`config.mk`:
```
export PLATFORM = sky130hd
export DESIGN_NAME = i2c_register_access_slave
export DESIGN_NICKNAME = d
export VERILOG_FILES = /design/src/core/i2c_slave_pkg.sv /design/src/core/i2c_register_access_slave.sv /design/src/core/reg_store.sv
export SDC_FILE = /design/constraint.sdc
export NUM_CORES = 2
export LEC_CHECK = 0
export BUFFER_PORTS_ARGS = -buffer_cell sky130_fd_sc_hd__buf_2
export CORE_UTILIZATION = 57
export CTS_CLUSTER_DIAMETER = 80
export DETAILED_ROUTE_END_ITERATION = 16
export GPL_ROUTABILITY_DRIVEN = 0
export PLACE_DENSITY_LB_ADDON = 0.25
export SLEW_MARGIN = 20
export SYNTH_ARGS = -nofsm -noshare
export SYNTH_HDL_FRONTEND = slang
export SYNTH_SLANG_ARGS = --single-unit
```
`constraint.sdc`:
```
create_clock -name clk -period 4.7 [get_ports clk]
set_input_delay 0.705 -clock clk [delete_from_list [all_inputs] [get_ports clk]]
set_output_delay 0.705 -clock clk [all_outputs]
set_load 0.005 [all_outputs]
```
`src/core/i2c_slave_pkg.sv`:
```
package i2c_slave_pkg;

    // Seven-bit bus address; the eighth bit on the wire is the direction
    localparam logic [6:0] SLAVE_ADDR7 = 7'h44;
    localparam logic DIR_READ = 1'b1;

    localparam int DATA_W = 8;
    localparam int PTR_W = 9;
    localparam int MEM_ADDR_W = 8;

    // First reserved location; everything from here up reads as the fill byte
    localparam int REG_COUNT = 246;
    localparam logic [PTR_W-1:0] PTR_FIRST = 9'h000;
    localparam logic [PTR_W-1:0] PTR_STEP = 9'h001;
    localparam logic [DATA_W-1:0] FILL_BYTE = 8'hFF;
    localparam logic [DATA_W-1:0] REG_RESET = 8'h00;

    localparam logic [2:0] BIT_FIRST = 3'h0;
    localparam logic [2:0] BIT_LAST = 3'h7;
    localparam logic [2:0] BIT_STEP = 3'h1;

    typedef enum logic [3:0] {
        IDLE,
        ADDR,
        PTR,
        WDATA,
        ACK,
        RDATA,
        RMACK,
        RNEXT,
        WAITSTOP
    } slave_state_t;

    typedef struct packed {
        logic [DATA_W-1:0] addr;
        logic [DATA_W-1:0] data;
    } reg_write_t;

endpackage : i2c_slave_pkg

```
`src/core/i2c_register_access_slave.sv`:
```
`timescale 1ns/1ns
module i2c_register_access_slave #(
    parameter int REG_COUNT = i2c_slave_pkg::REG_COUNT
) (
    input wire logic clk,
    input wire logic rst_n,
    input wire logic scl,
    input wire logic sdaIn,
    output logic sdaOut,
    output logic sdaOeN,
    output logic regWriteValid,
    output i2c_slave_pkg::reg_write_t regWrite
);

    initial begin
        if (REG_COUNT < 1 || REG_COUNT > (1 << i2c_slave_pkg::MEM_ADDR_W)) begin
            $error("i2c_register_access_slave: REG_COUNT out of range");
        end
    end

    localparam logic [i2c_slave_pkg::PTR_W-1:0] REG_LIMIT = i2c_slave_pkg::PTR_W'(REG_COUNT);

    logic sclMetaReg, sclSyncReg, sclPrevReg;
    logic sdaMetaReg, sdaSyncReg, sdaPrevReg;
    i2c_slave_pkg::slave_state_t stateReg, stateNext;
    i2c_slave_pkg::slave_state_t afterAckReg, afterAckNext;
    logic [2:0] bitCntReg, bitCntNext;
    logic [7:0] rxShiftReg, rxShiftNext;
    logic [7:0] txShiftReg, txShiftNext;
    logic [8:0] ptrReg, ptrNext;
    logic presetReg, presetNext;
    logic startHighReg, startHighNext;
    logic ackOnReg, ackOnNext;
    logic sdaOeNNext;
    logic regWriteValidNext;
    i2c_slave_pkg::reg_write_t regWriteNext;
    logic [7:0] memRdData;

    // Pins pass two sync flops and a third for edges; the second and third stages feed the detectors
    always_ff @(posedge clk or negedge rst_n) begin
        if (!rst_n) begin
            sclMetaReg <= 1'b1;
            sclSyncReg <= 1'b1;
            sclPrevReg <= 1'b1;
            sdaMetaReg <= 1'b1;
            sdaSyncReg <= 1'b1;
            sdaPrevReg <= 1'b1;
        end else begin
            sclMetaReg <= scl;
            sclSyncReg <= sclMetaReg;
            sclPrevReg <= sclSyncReg;
            sdaMetaReg <= sdaIn;
            sdaSyncReg <= sdaMetaReg;
            sdaPrevReg <= sdaSyncReg;
        end
    end

    wire sclRise = sclSyncReg && !sclPrevReg;
    wire sclFall = !sclSyncReg && sclPrevReg;
    wire sclHeld = sclSyncReg && sclPrevReg;
    wire startCond = sclHeld && sdaPrevReg && !sdaSyncReg;
    wire stopCond = sclHeld && !sdaPrevReg && sdaSyncReg;
    wire stopTaken = stopCond && !startHighReg;
    wire [7:0] rxByte = {rxShiftReg[6:0], sdaSyncReg};
    wire receiving = stateReg == i2c_slave_pkg::ADDR || stateReg == i2c_slave_pkg::PTR ||
                     stateReg == i2c_slave_pkg::WDATA;
    wire byteDone = receiving && sclRise && bitCntReg == i2c_slave_pkg::BIT_LAST;
    wire addrMatch = rxByte[7:1] == i2c_slave_pkg::SLAVE_ADDR7;
    wire addrRead = rxByte[0] == i2c_slave_pkg::DIR_READ;
    wire ptrInRange = ptrReg < REG_LIMIT;
    // Saturating at one past the top keeps every later byte on the fill value
    wire [8:0] ptrInc = ptrReg[8] ? ptrReg : ptrReg + i2c_slave_pkg::PTR_STEP;
    wire [7:0] readByte = ptrInRange ? memRdData : i2c_slave_pkg::FILL_BYTE;
    wire memWrEn = regWriteValidNext;

    always_comb begin
        stateNext = stateReg;
        afterAckNext = afterAckReg;
        bitCntNext = bitCntReg;
        rxShiftNext = rxShiftReg;
        txShiftNext = txShiftReg;
        ptrNext = ptrReg;
        presetNext = presetReg;
        startHighNext = startHighReg;
        ackOnNext = ackOnReg;
        sdaOeNNext = sdaOeN;
        regWriteValidNext = 1'b0;
        regWriteNext = regWrite;
        if (sclFall) begin
            startHighNext = 1'b0;
        end
        if (startCond) begin
            stateNext = i2c_slave_pkg::ADDR;
            bitCntNext = i2c_slave_pkg::BIT_FIRST;
            sdaOeNNext = 1'b1;
            ackOnNext = 1'b0;
            startHighNext = 1'b1;
        end else if (stopTaken) begin
            stateNext = i2c_slave_pkg::IDLE;
            sdaOeNNext = 1'b1;
            ackOnNext = 1'b0;
            presetNext = 1'b0;
        end else begin
            case (stateReg)
                i2c_slave_pkg::ADDR, i2c_slave_pkg::PTR, i2c_slave_pkg::WDATA: begin
                    if (sclRise) begin
                        rxShiftNext = rxByte;
                        bitCntNext = bitCntReg + i2c_slave_pkg::BIT_STEP;
                    end
                    if (byteDone) begin
                        stateNext = i2c_slave_pkg::ACK;
                        afterAckNext = i2c_slave_pkg::WDATA;
                        if (stateReg == i2c_slave_pkg::ADDR) begin
                            if (!addrMatch) begin
                                stateNext = i2c_slave_pkg::IDLE;
                            end else if (addrRead) begin
                                afterAckNext = i2c_slave_pkg::RDATA;
                                if (!presetReg) begin
                                    ptrNext = i2c_slave_pkg::PTR_FIRST;
                                end
                            end else begin
                                afterAckNext = i2c_slave_pkg::PTR;
                            end
                        end else if (stateReg == i2c_slave_pkg::PTR) begin
                            ptrNext = {1'b0, rxByte};
                            presetNext = 1'b1;
                        end else begin
                            regWriteValidNext = ptrInRange;
                            regWriteNext.addr = ptrReg[7:0];
                            regWriteNext.data = rxByte;
                            ptrNext = ptrInc;
                        end
                    end
                end
                i2c_slave_pkg::ACK: begin
                    if (sclFall && !ackOnReg) begin
                        sdaOeNNext = 1'b0;
                        ackOnNext = 1'b1;
                    end else if (sclFall) begin
                        ackOnNext = 1'b0;
                        bitCntNext = i2c_slave_pkg::BIT_FIRST;
                        sdaOeNNext = 1'b1;
                        stateNext = afterAckReg;
                        if (afterAckReg == i2c_slave_pkg::RDATA) begin
                            sdaOeNNext = readByte[7];
                            txShiftNext = {readByte[6:0], 1'b0};
                            bitCntNext = i2c_slave_pkg::BIT_STEP;
                        end
                    end
                end
                i2c_slave_pkg::RDATA: begin
                    // Eight bits driven once the counter wraps back to zero
                    if (sclFall && bitCntReg == i2c_slave_pkg::BIT_FIRST) begin
                        sdaOeNNext = 1'b1;
                        stateNext = i2c_slave_pkg::RMACK;
                    end else if (sclFall) begin
                        sdaOeNNext = txShiftReg[7];
                        txShiftNext = {txShiftReg[6:0], 1'b0};
                        bitCntNext = bitCntReg + i2c_slave_pkg::BIT_STEP;
                    end
                end
                i2c_slave_pkg::RMACK: begin
                    if (sclRise) begin
                        ptrNext = ptrInc;
                        stateNext = sdaSyncReg ? i2c_slave_pkg::WAITSTOP : i2c_slave_pkg::RNEXT;
                    end
                end
                i2c_slave_pkg::RNEXT: begin
                    if (sclFall) begin
                        sdaOeNNext = readByte[7];
                        txShiftNext = {readByte[6:0], 1'b0};
                        bitCntNext = i2c_slave_pkg::BIT_STEP;
                        stateNext = i2c_slave_pkg::RDATA;
                    end
                end
                default: begin
                    sdaOeNNext = 1'b1;
                end
            endcase
        end
    end

    always_ff @(posedge clk or negedge rst_n) begin
        if (!rst_n) begin
            stateReg <= i2c_slave_pkg::IDLE;
            afterAckReg <= i2c_slave_pkg::PTR;
            bitCntReg <= i2c_slave_pkg::BIT_FIRST;
            rxShiftReg <= i2c_slave_pkg::REG_RESET;
            txShiftReg <= i2c_slave_pkg::REG_RESET;
            ptrReg <= i2c_slave_pkg::PTR_FIRST;
        end else begin
            stateReg <= stateNext;
            afterAckReg <= afterAckNext;
            bitCntReg <= bitCntNext;
            rxShiftReg <= rxShiftNext;
            txShiftReg <= txShiftNext;
            ptrReg <= ptrNext;
        end
    end

    always_ff @(posedge clk or negedge rst_n) begin
        if (!rst_n) begin
            presetReg <= 1'b0;
            startHighReg <= 1'b0;
            ackOnReg <= 1'b0;
            sdaOeN <= 1'b1;
            sdaOut <= 1'b0;
            regWriteValid <= 1'b0;
            regWrite <= '0;
        end else begin
            presetReg <= presetNext;
            startHighReg <= startHighNext;
            ackOnReg <= ackOnNext;
            sdaOeN <= sdaOeNNext;
            sdaOut <= 1'b0;
            regWriteValid <= regWriteValidNext;
            regWrite <= regWriteNext;
        end
    end

    // Read port follows the pointer one clock behind, well inside an SCL high phase
    reg_store #(
        .DATA_W(i2c_slave_pkg::DATA_W),
        .ADDR_W(i2c_slave_pkg::MEM_ADDR_W),
        .DEPTH(REG_COUNT)
    ) u_store (
        .clk(clk),
        .rst_n(rst_n),
        .wrEn(memWrEn),
        .wrAddr(regWriteNext.addr),
        .wrData(regWriteNext.data),
        .rdAddr(ptrReg[7:0]),
        .rdData(memRdData)
    );
endmodule : i2c_register_access_slave

```
`src/core/reg_store.sv`:
```
`timescale 1ns/1ns
module reg_store #(
    parameter int DATA_W = i2c_slave_pkg::DATA_W,
    parameter int ADDR_W = i2c_slave_pkg::MEM_ADDR_W,
    parameter int DEPTH = i2c_slave_pkg::REG_COUNT
) (
    input wire logic clk,
    input wire logic rst_n,
    input wire logic wrEn,
    input wire logic [ADDR_W-1:0] wrAddr,
    input wire logic [DATA_W-1:0] wrData,
    input wire logic [ADDR_W-1:0] rdAddr,
    output logic [DATA_W-1:0] rdData
);

    initial begin
        if (DEPTH < 1 || DEPTH > (1 << ADDR_W)) begin
            $error("reg_store: DEPTH does not fit the address width");
        end
    end

    logic [DATA_W-1:0] entry [DEPTH];

    // Flops rather than a RAM so every register has a known value after reset
    genvar i;
    generate
        for (i = 0; i < DEPTH; i++) begin : g_entry
            always_ff @(posedge clk or negedge rst_n) begin
                if (!rst_n) begin
                    entry[i] <= i2c_slave_pkg::REG_RESET;
                end else if (wrEn && wrAddr == ADDR_W'(i)) begin
                    entry[i] <= wrData;
                end
            end
        end
    endgenerate

    wire rdInRange = int'(rdAddr) < DEPTH;

    always_ff @(posedge clk or negedge rst_n) begin
        if (!rst_n) begin
            rdData <= i2c_slave_pkg::REG_RESET;
        end else begin
            rdData <= rdInRange ? entry[rdAddr] : i2c_slave_pkg::REG_RESET;
        end
    end

endmodule : reg_store

```
==> impl_metrics.yaml <==
setup_path:
  end_kind: "register"
  path_depth: 10
  critical-path-top-delay-family: "buffers and inverters"
  critPathLaunch: "stateReg[0]"
  r2r_cells: 10
  critPathRequiredTime_ns: 5.41
  slowest_delay_ns: 0.65
  cp-start-kind: "register"
  cp.arrival_ns: 5.15
  r2r_slack_ns: 0.26
  r2r-start: "stateReg[0]"
  cp_slowest_cell: "dfrtp_1"
  path_buf_inv: 4
  worstPathMaxFanout: 17
  crit_chain: "xnor2_1 -> o2111ai_4 -> buf_4 -> mux2i_2 -> inv_1 -> buf_4 -> nor4_4 -> buf_4 -> nand3_1 -> mux2_2"
  r2r-end: "u_store.entry[457]"
  endpoint: "u_store.entry[457]"
  path_class: "reg -> reg"
  cp_common_cell: "buf_4"
sta:
  period_share_pct: 94.5
  tightest_slew_ns: 1.17
  timing.fmax_ghz: 0.225
  slew_viol_final: 0
  rsz0062_at_grt: "false"
  tns_ns: 0
  period_needed_ns: 4.44
  slew_headroom_pct: 20.9
  finalSetupViolCount: 0
  fin_skew_ns: 0.0282
  finalHoldViolCount: 0
synth:
  syn_area_mm2: 0.0940
  yosys_warnings: 0
  synth.distinct_cells: 80
  ys_ff_latch: 2036
  netlist_top_cells_area: "dfrtp_1 54%, mux2_2 22%, mux4_2 11%"
  synth_top_area_share_pct: 54.0
  yosysMostFrequentCell: "dfrtp_1"
  synthArstFlopShare_pct: 100
  synth_common_cells: "2028 x dfrtp_1, 1865 x mux2_2, 459 x mux4_2"
  syn_avg_cell_area_um2: 15.1
  syn_inst: 6226
  synth_edf_count: 0
  synth_ff_type: "dfrtp_1"
  synth_top_cell_by_area: "dfrtp_1"
  syn_nets: 6234
  seq_area_frac_synth_pct: 54.2
final_layout:
  nets: 6212
  syn_to_final_growth_pct: 11.2
  fillers: 11500
  final_layout_size_suffix_gt1_share_pct: 48.8
  register_area_mm2: 0.0510
  stdcell_area_mm2: 0.105
  multiInputGateArea_mm2: 0.0411
drt:
  post-route-drc-count: 0
  route.vias.total: 57900
  wl_per_cell_um: 30.8
  postRouteAntennaNets: 0
  via_per_inst: 6.78
  drt_iter0_markers: 6176
  first_pass_iters: 8
  wirelength_um: 263000
power:
  peakVddDrop_mv: 0.428
  clkPwrFrac_pct: 42.4
  p_int_uw: 29300
  power.density_mw_per_mm2: 378
  seqPwrFrac_pct: 45.2
  switchingPower_uw: 10300
  swShare_pct: 25.9
  power_frac_comb_pct: 12.5
  power.total_uw: 39500
  p_leak_uw: 0.0495
clock_network:
  cts.sinks: 2036
  cts_resized: 0
  clk_latency_ns: 0.84
  cts_setup_buffers: 0
  clock_path_buffers: 3
  clkTransAtPathRegs_ns: 0.06
  cts_buffers: 203
  cts_root_buffer: "clkbuf_16"
  cts_tree: "done"
  hold_buffers: 3
  htreeDepth: 4
grt:
  gr-total-overflow: 0
  grt_max_degree: 144
  grt_pass1_vias: 59200
  antenna_found_initial: 10
  grt_first_pass_wirelength_um: 397000
  grt.total_usage_pct: 32.0
die:
  die_h_um: 408
  start_util_pct: 57.6
  ioPinCount: 23
  dieArea_mm2: 0.167
  die_w_um: 408
  coreArea_mm2: 0.163
  core.rowCount: 148
run_status:
  outcome: "finished, final reports clean"
placement:
  hpwl_um: 165000
  detailed_place.area_mm2: 0.0976
  port_buffers: 21
worst_hold_path:
  whs_path_depth: 0
  hp-class: "reg -> reg"
run:
  drv_cap: 0
## sequential cells by signal (all words and copies together), names as in the netlist
signal	count
u_store.rdData	8
afterAckReg	3
txShiftReg	7
presetReg	1
addrRead	1
ptrReg	9
sclSyncReg	1
startHighReg	1
sdaMetaReg	1
ackOnReg	1
bitCntReg	3
sdaPrevReg	1
sdaOeN	1
rxShiftReg	7
u_store.entry	1968
regWriteValid	1
sclMetaReg	1
regWrite	16
sclPrevReg	1
stateReg	4
## worst register-to-register path: stages, from the launching register on
cell and delay, ns:
dfrtp_1 0.65, xnor2_1 0.28, o2111ai_4 0.55, buf_4 0.37
mux2i_2 0.27, inv_1 0.23, buf_4 0.25, nor4_4 0.29
buf_4 0.40, nand3_1 0.54, mux2_2 0.48
## layer usage
layer	GRT usage (%)	share of wire [%]	up-vias
met3	7.24	8.5	538
met4	12.1	4.0	8
met5	0	0.026	-
met1	45.7	41	31400
li1	-	-	23500
met2	48.1	46	2434
## how the worst min path moves through the flow
stage | startpoint | end | slack, ns
2_1_floorplan | sdaMetaReg | addrRead | 0.35
3_3_place_gp | sdaMetaReg | addrRead | 0.35
3_5_place_dp | sdaMetaReg | addrRead | 0.35
4_1_cts | sdaMetaReg | addrRead | 0.36
5_1_grt | sdaMetaReg | addrRead | 0.37
6_report | sdaMetaReg | addrRead | 0.36
## power groups by stage
stage	Combinational, uW	Clock [uW]	Sequential [uW]
6_report	4930	16700	17900
5_1_grt	5250	17600	17800
4_1_cts	4970	16900	17800
3_5_place_dp	4960	0	18200
3_3_place_gp	4930	0	18200
2_1_floorplan	3260	0	18000
## area by class of cell
| type | count | share of cell area (%) |
|---|---|---|
| Timing Repair Buffer | 275 | 2.60 |
| Sequential cell | 2036 | 48.8 |
| Antenna cell | 8 | 0.0192 |
| Clock inverter | 58 | 0.794 |
| Tap cell | 2175 | 2.60 |
| Multi-Input combinational cell | 3657 | 39.3 |
| Clock buffer | 307 | 5.75 |
| Inverter | 31 | 0.181 |
## logic make-up (layout without fill, tap and decap cells)
| group | after synthesis | in the layout | share of synthesized area (%) |
|---|---|---|---|
| adder cells (fa/ha/maj) | 4 | 4 | 0.0533 |
| flip-flops | 2036 | 2036 | 54.2 |
| buffers and inverters | 533 | 671 | 2.27 |
| AO/OA/AOI/OAI | 540 | 540 | 3.69 |
| XOR/XNOR | 1 | 1 | 0.00932 |
| AND/OR/NAND/NOR | 580 | 580 | 4.06 |
| multiplexers | 2531 | 2531 | 35.7 |
| other | 1 | 9 | 0.00399 |
## stage by stage
step	instances	setup slack [ns]	hold slack (ns)	util (%)
after floorplan	6226	1.23	0.345	-
after global placement	8171	0.503	0.350	59.8
after detailed placement	8171	0.431	0.354	59.8
after CTS	8539	0.381	0.360	64.0
after global routing	8540	0.190	0.368	64.1
final	8547	0.257	0.358	64.1
## cell usage in the layout, fill, tap and decap left out, types with 10 or more instances in the layout
| cell | Yosys | final |
|---|---|---|
| nand4_1 | 18 | 18 |
| dfrtp_1 | 2028 | 2023 |
| a31oi_1 | 13 | 13 |
| mux2_2 | 1865 | 1865 |
| buf_12 | 0 | 56 |
| nand2_1 | 102 | 102 |
| inv_1 | 23 | 14 |
| o211ai_1 | 13 | 13 |
| clkbuf_16 | 0 | 206 |
| o221ai_1 | 14 | 14 |
| o21ai_0 | 210 | 210 |
| clkbuf_1 | 356 | 54 |
| nand3_2 | 113 | 113 |
| mux4_2 | 459 | 459 |
| a22oi_1 | 85 | 85 |
| clkinv_2 | 0 | 29 |
| a21oi_1 | 68 | 68 |
| buf_4 | 11 | 196 |
| bufinv_16 | 0 | 19 |
| a22o_1 | 18 | 18 |
| nor2_1 | 56 | 52 |
| clkbuf_8 | 0 | 47 |
| nand3_1 | 138 | 138 |
| nor3_1 | 42 | 40 |
| or3_1 | 10 | 10 |
| a221oi_1 | 26 | 26 |
| o22ai_1 | 17 | 17 |
| buf_2 | 65 | 20 |
| mux2_1 | 51 | 51 |
| mux2i_1 | 150 | 148 |
| nor4_4 | 19 | 24 |
Note: power is estimated with default switching activity, not from simulation.
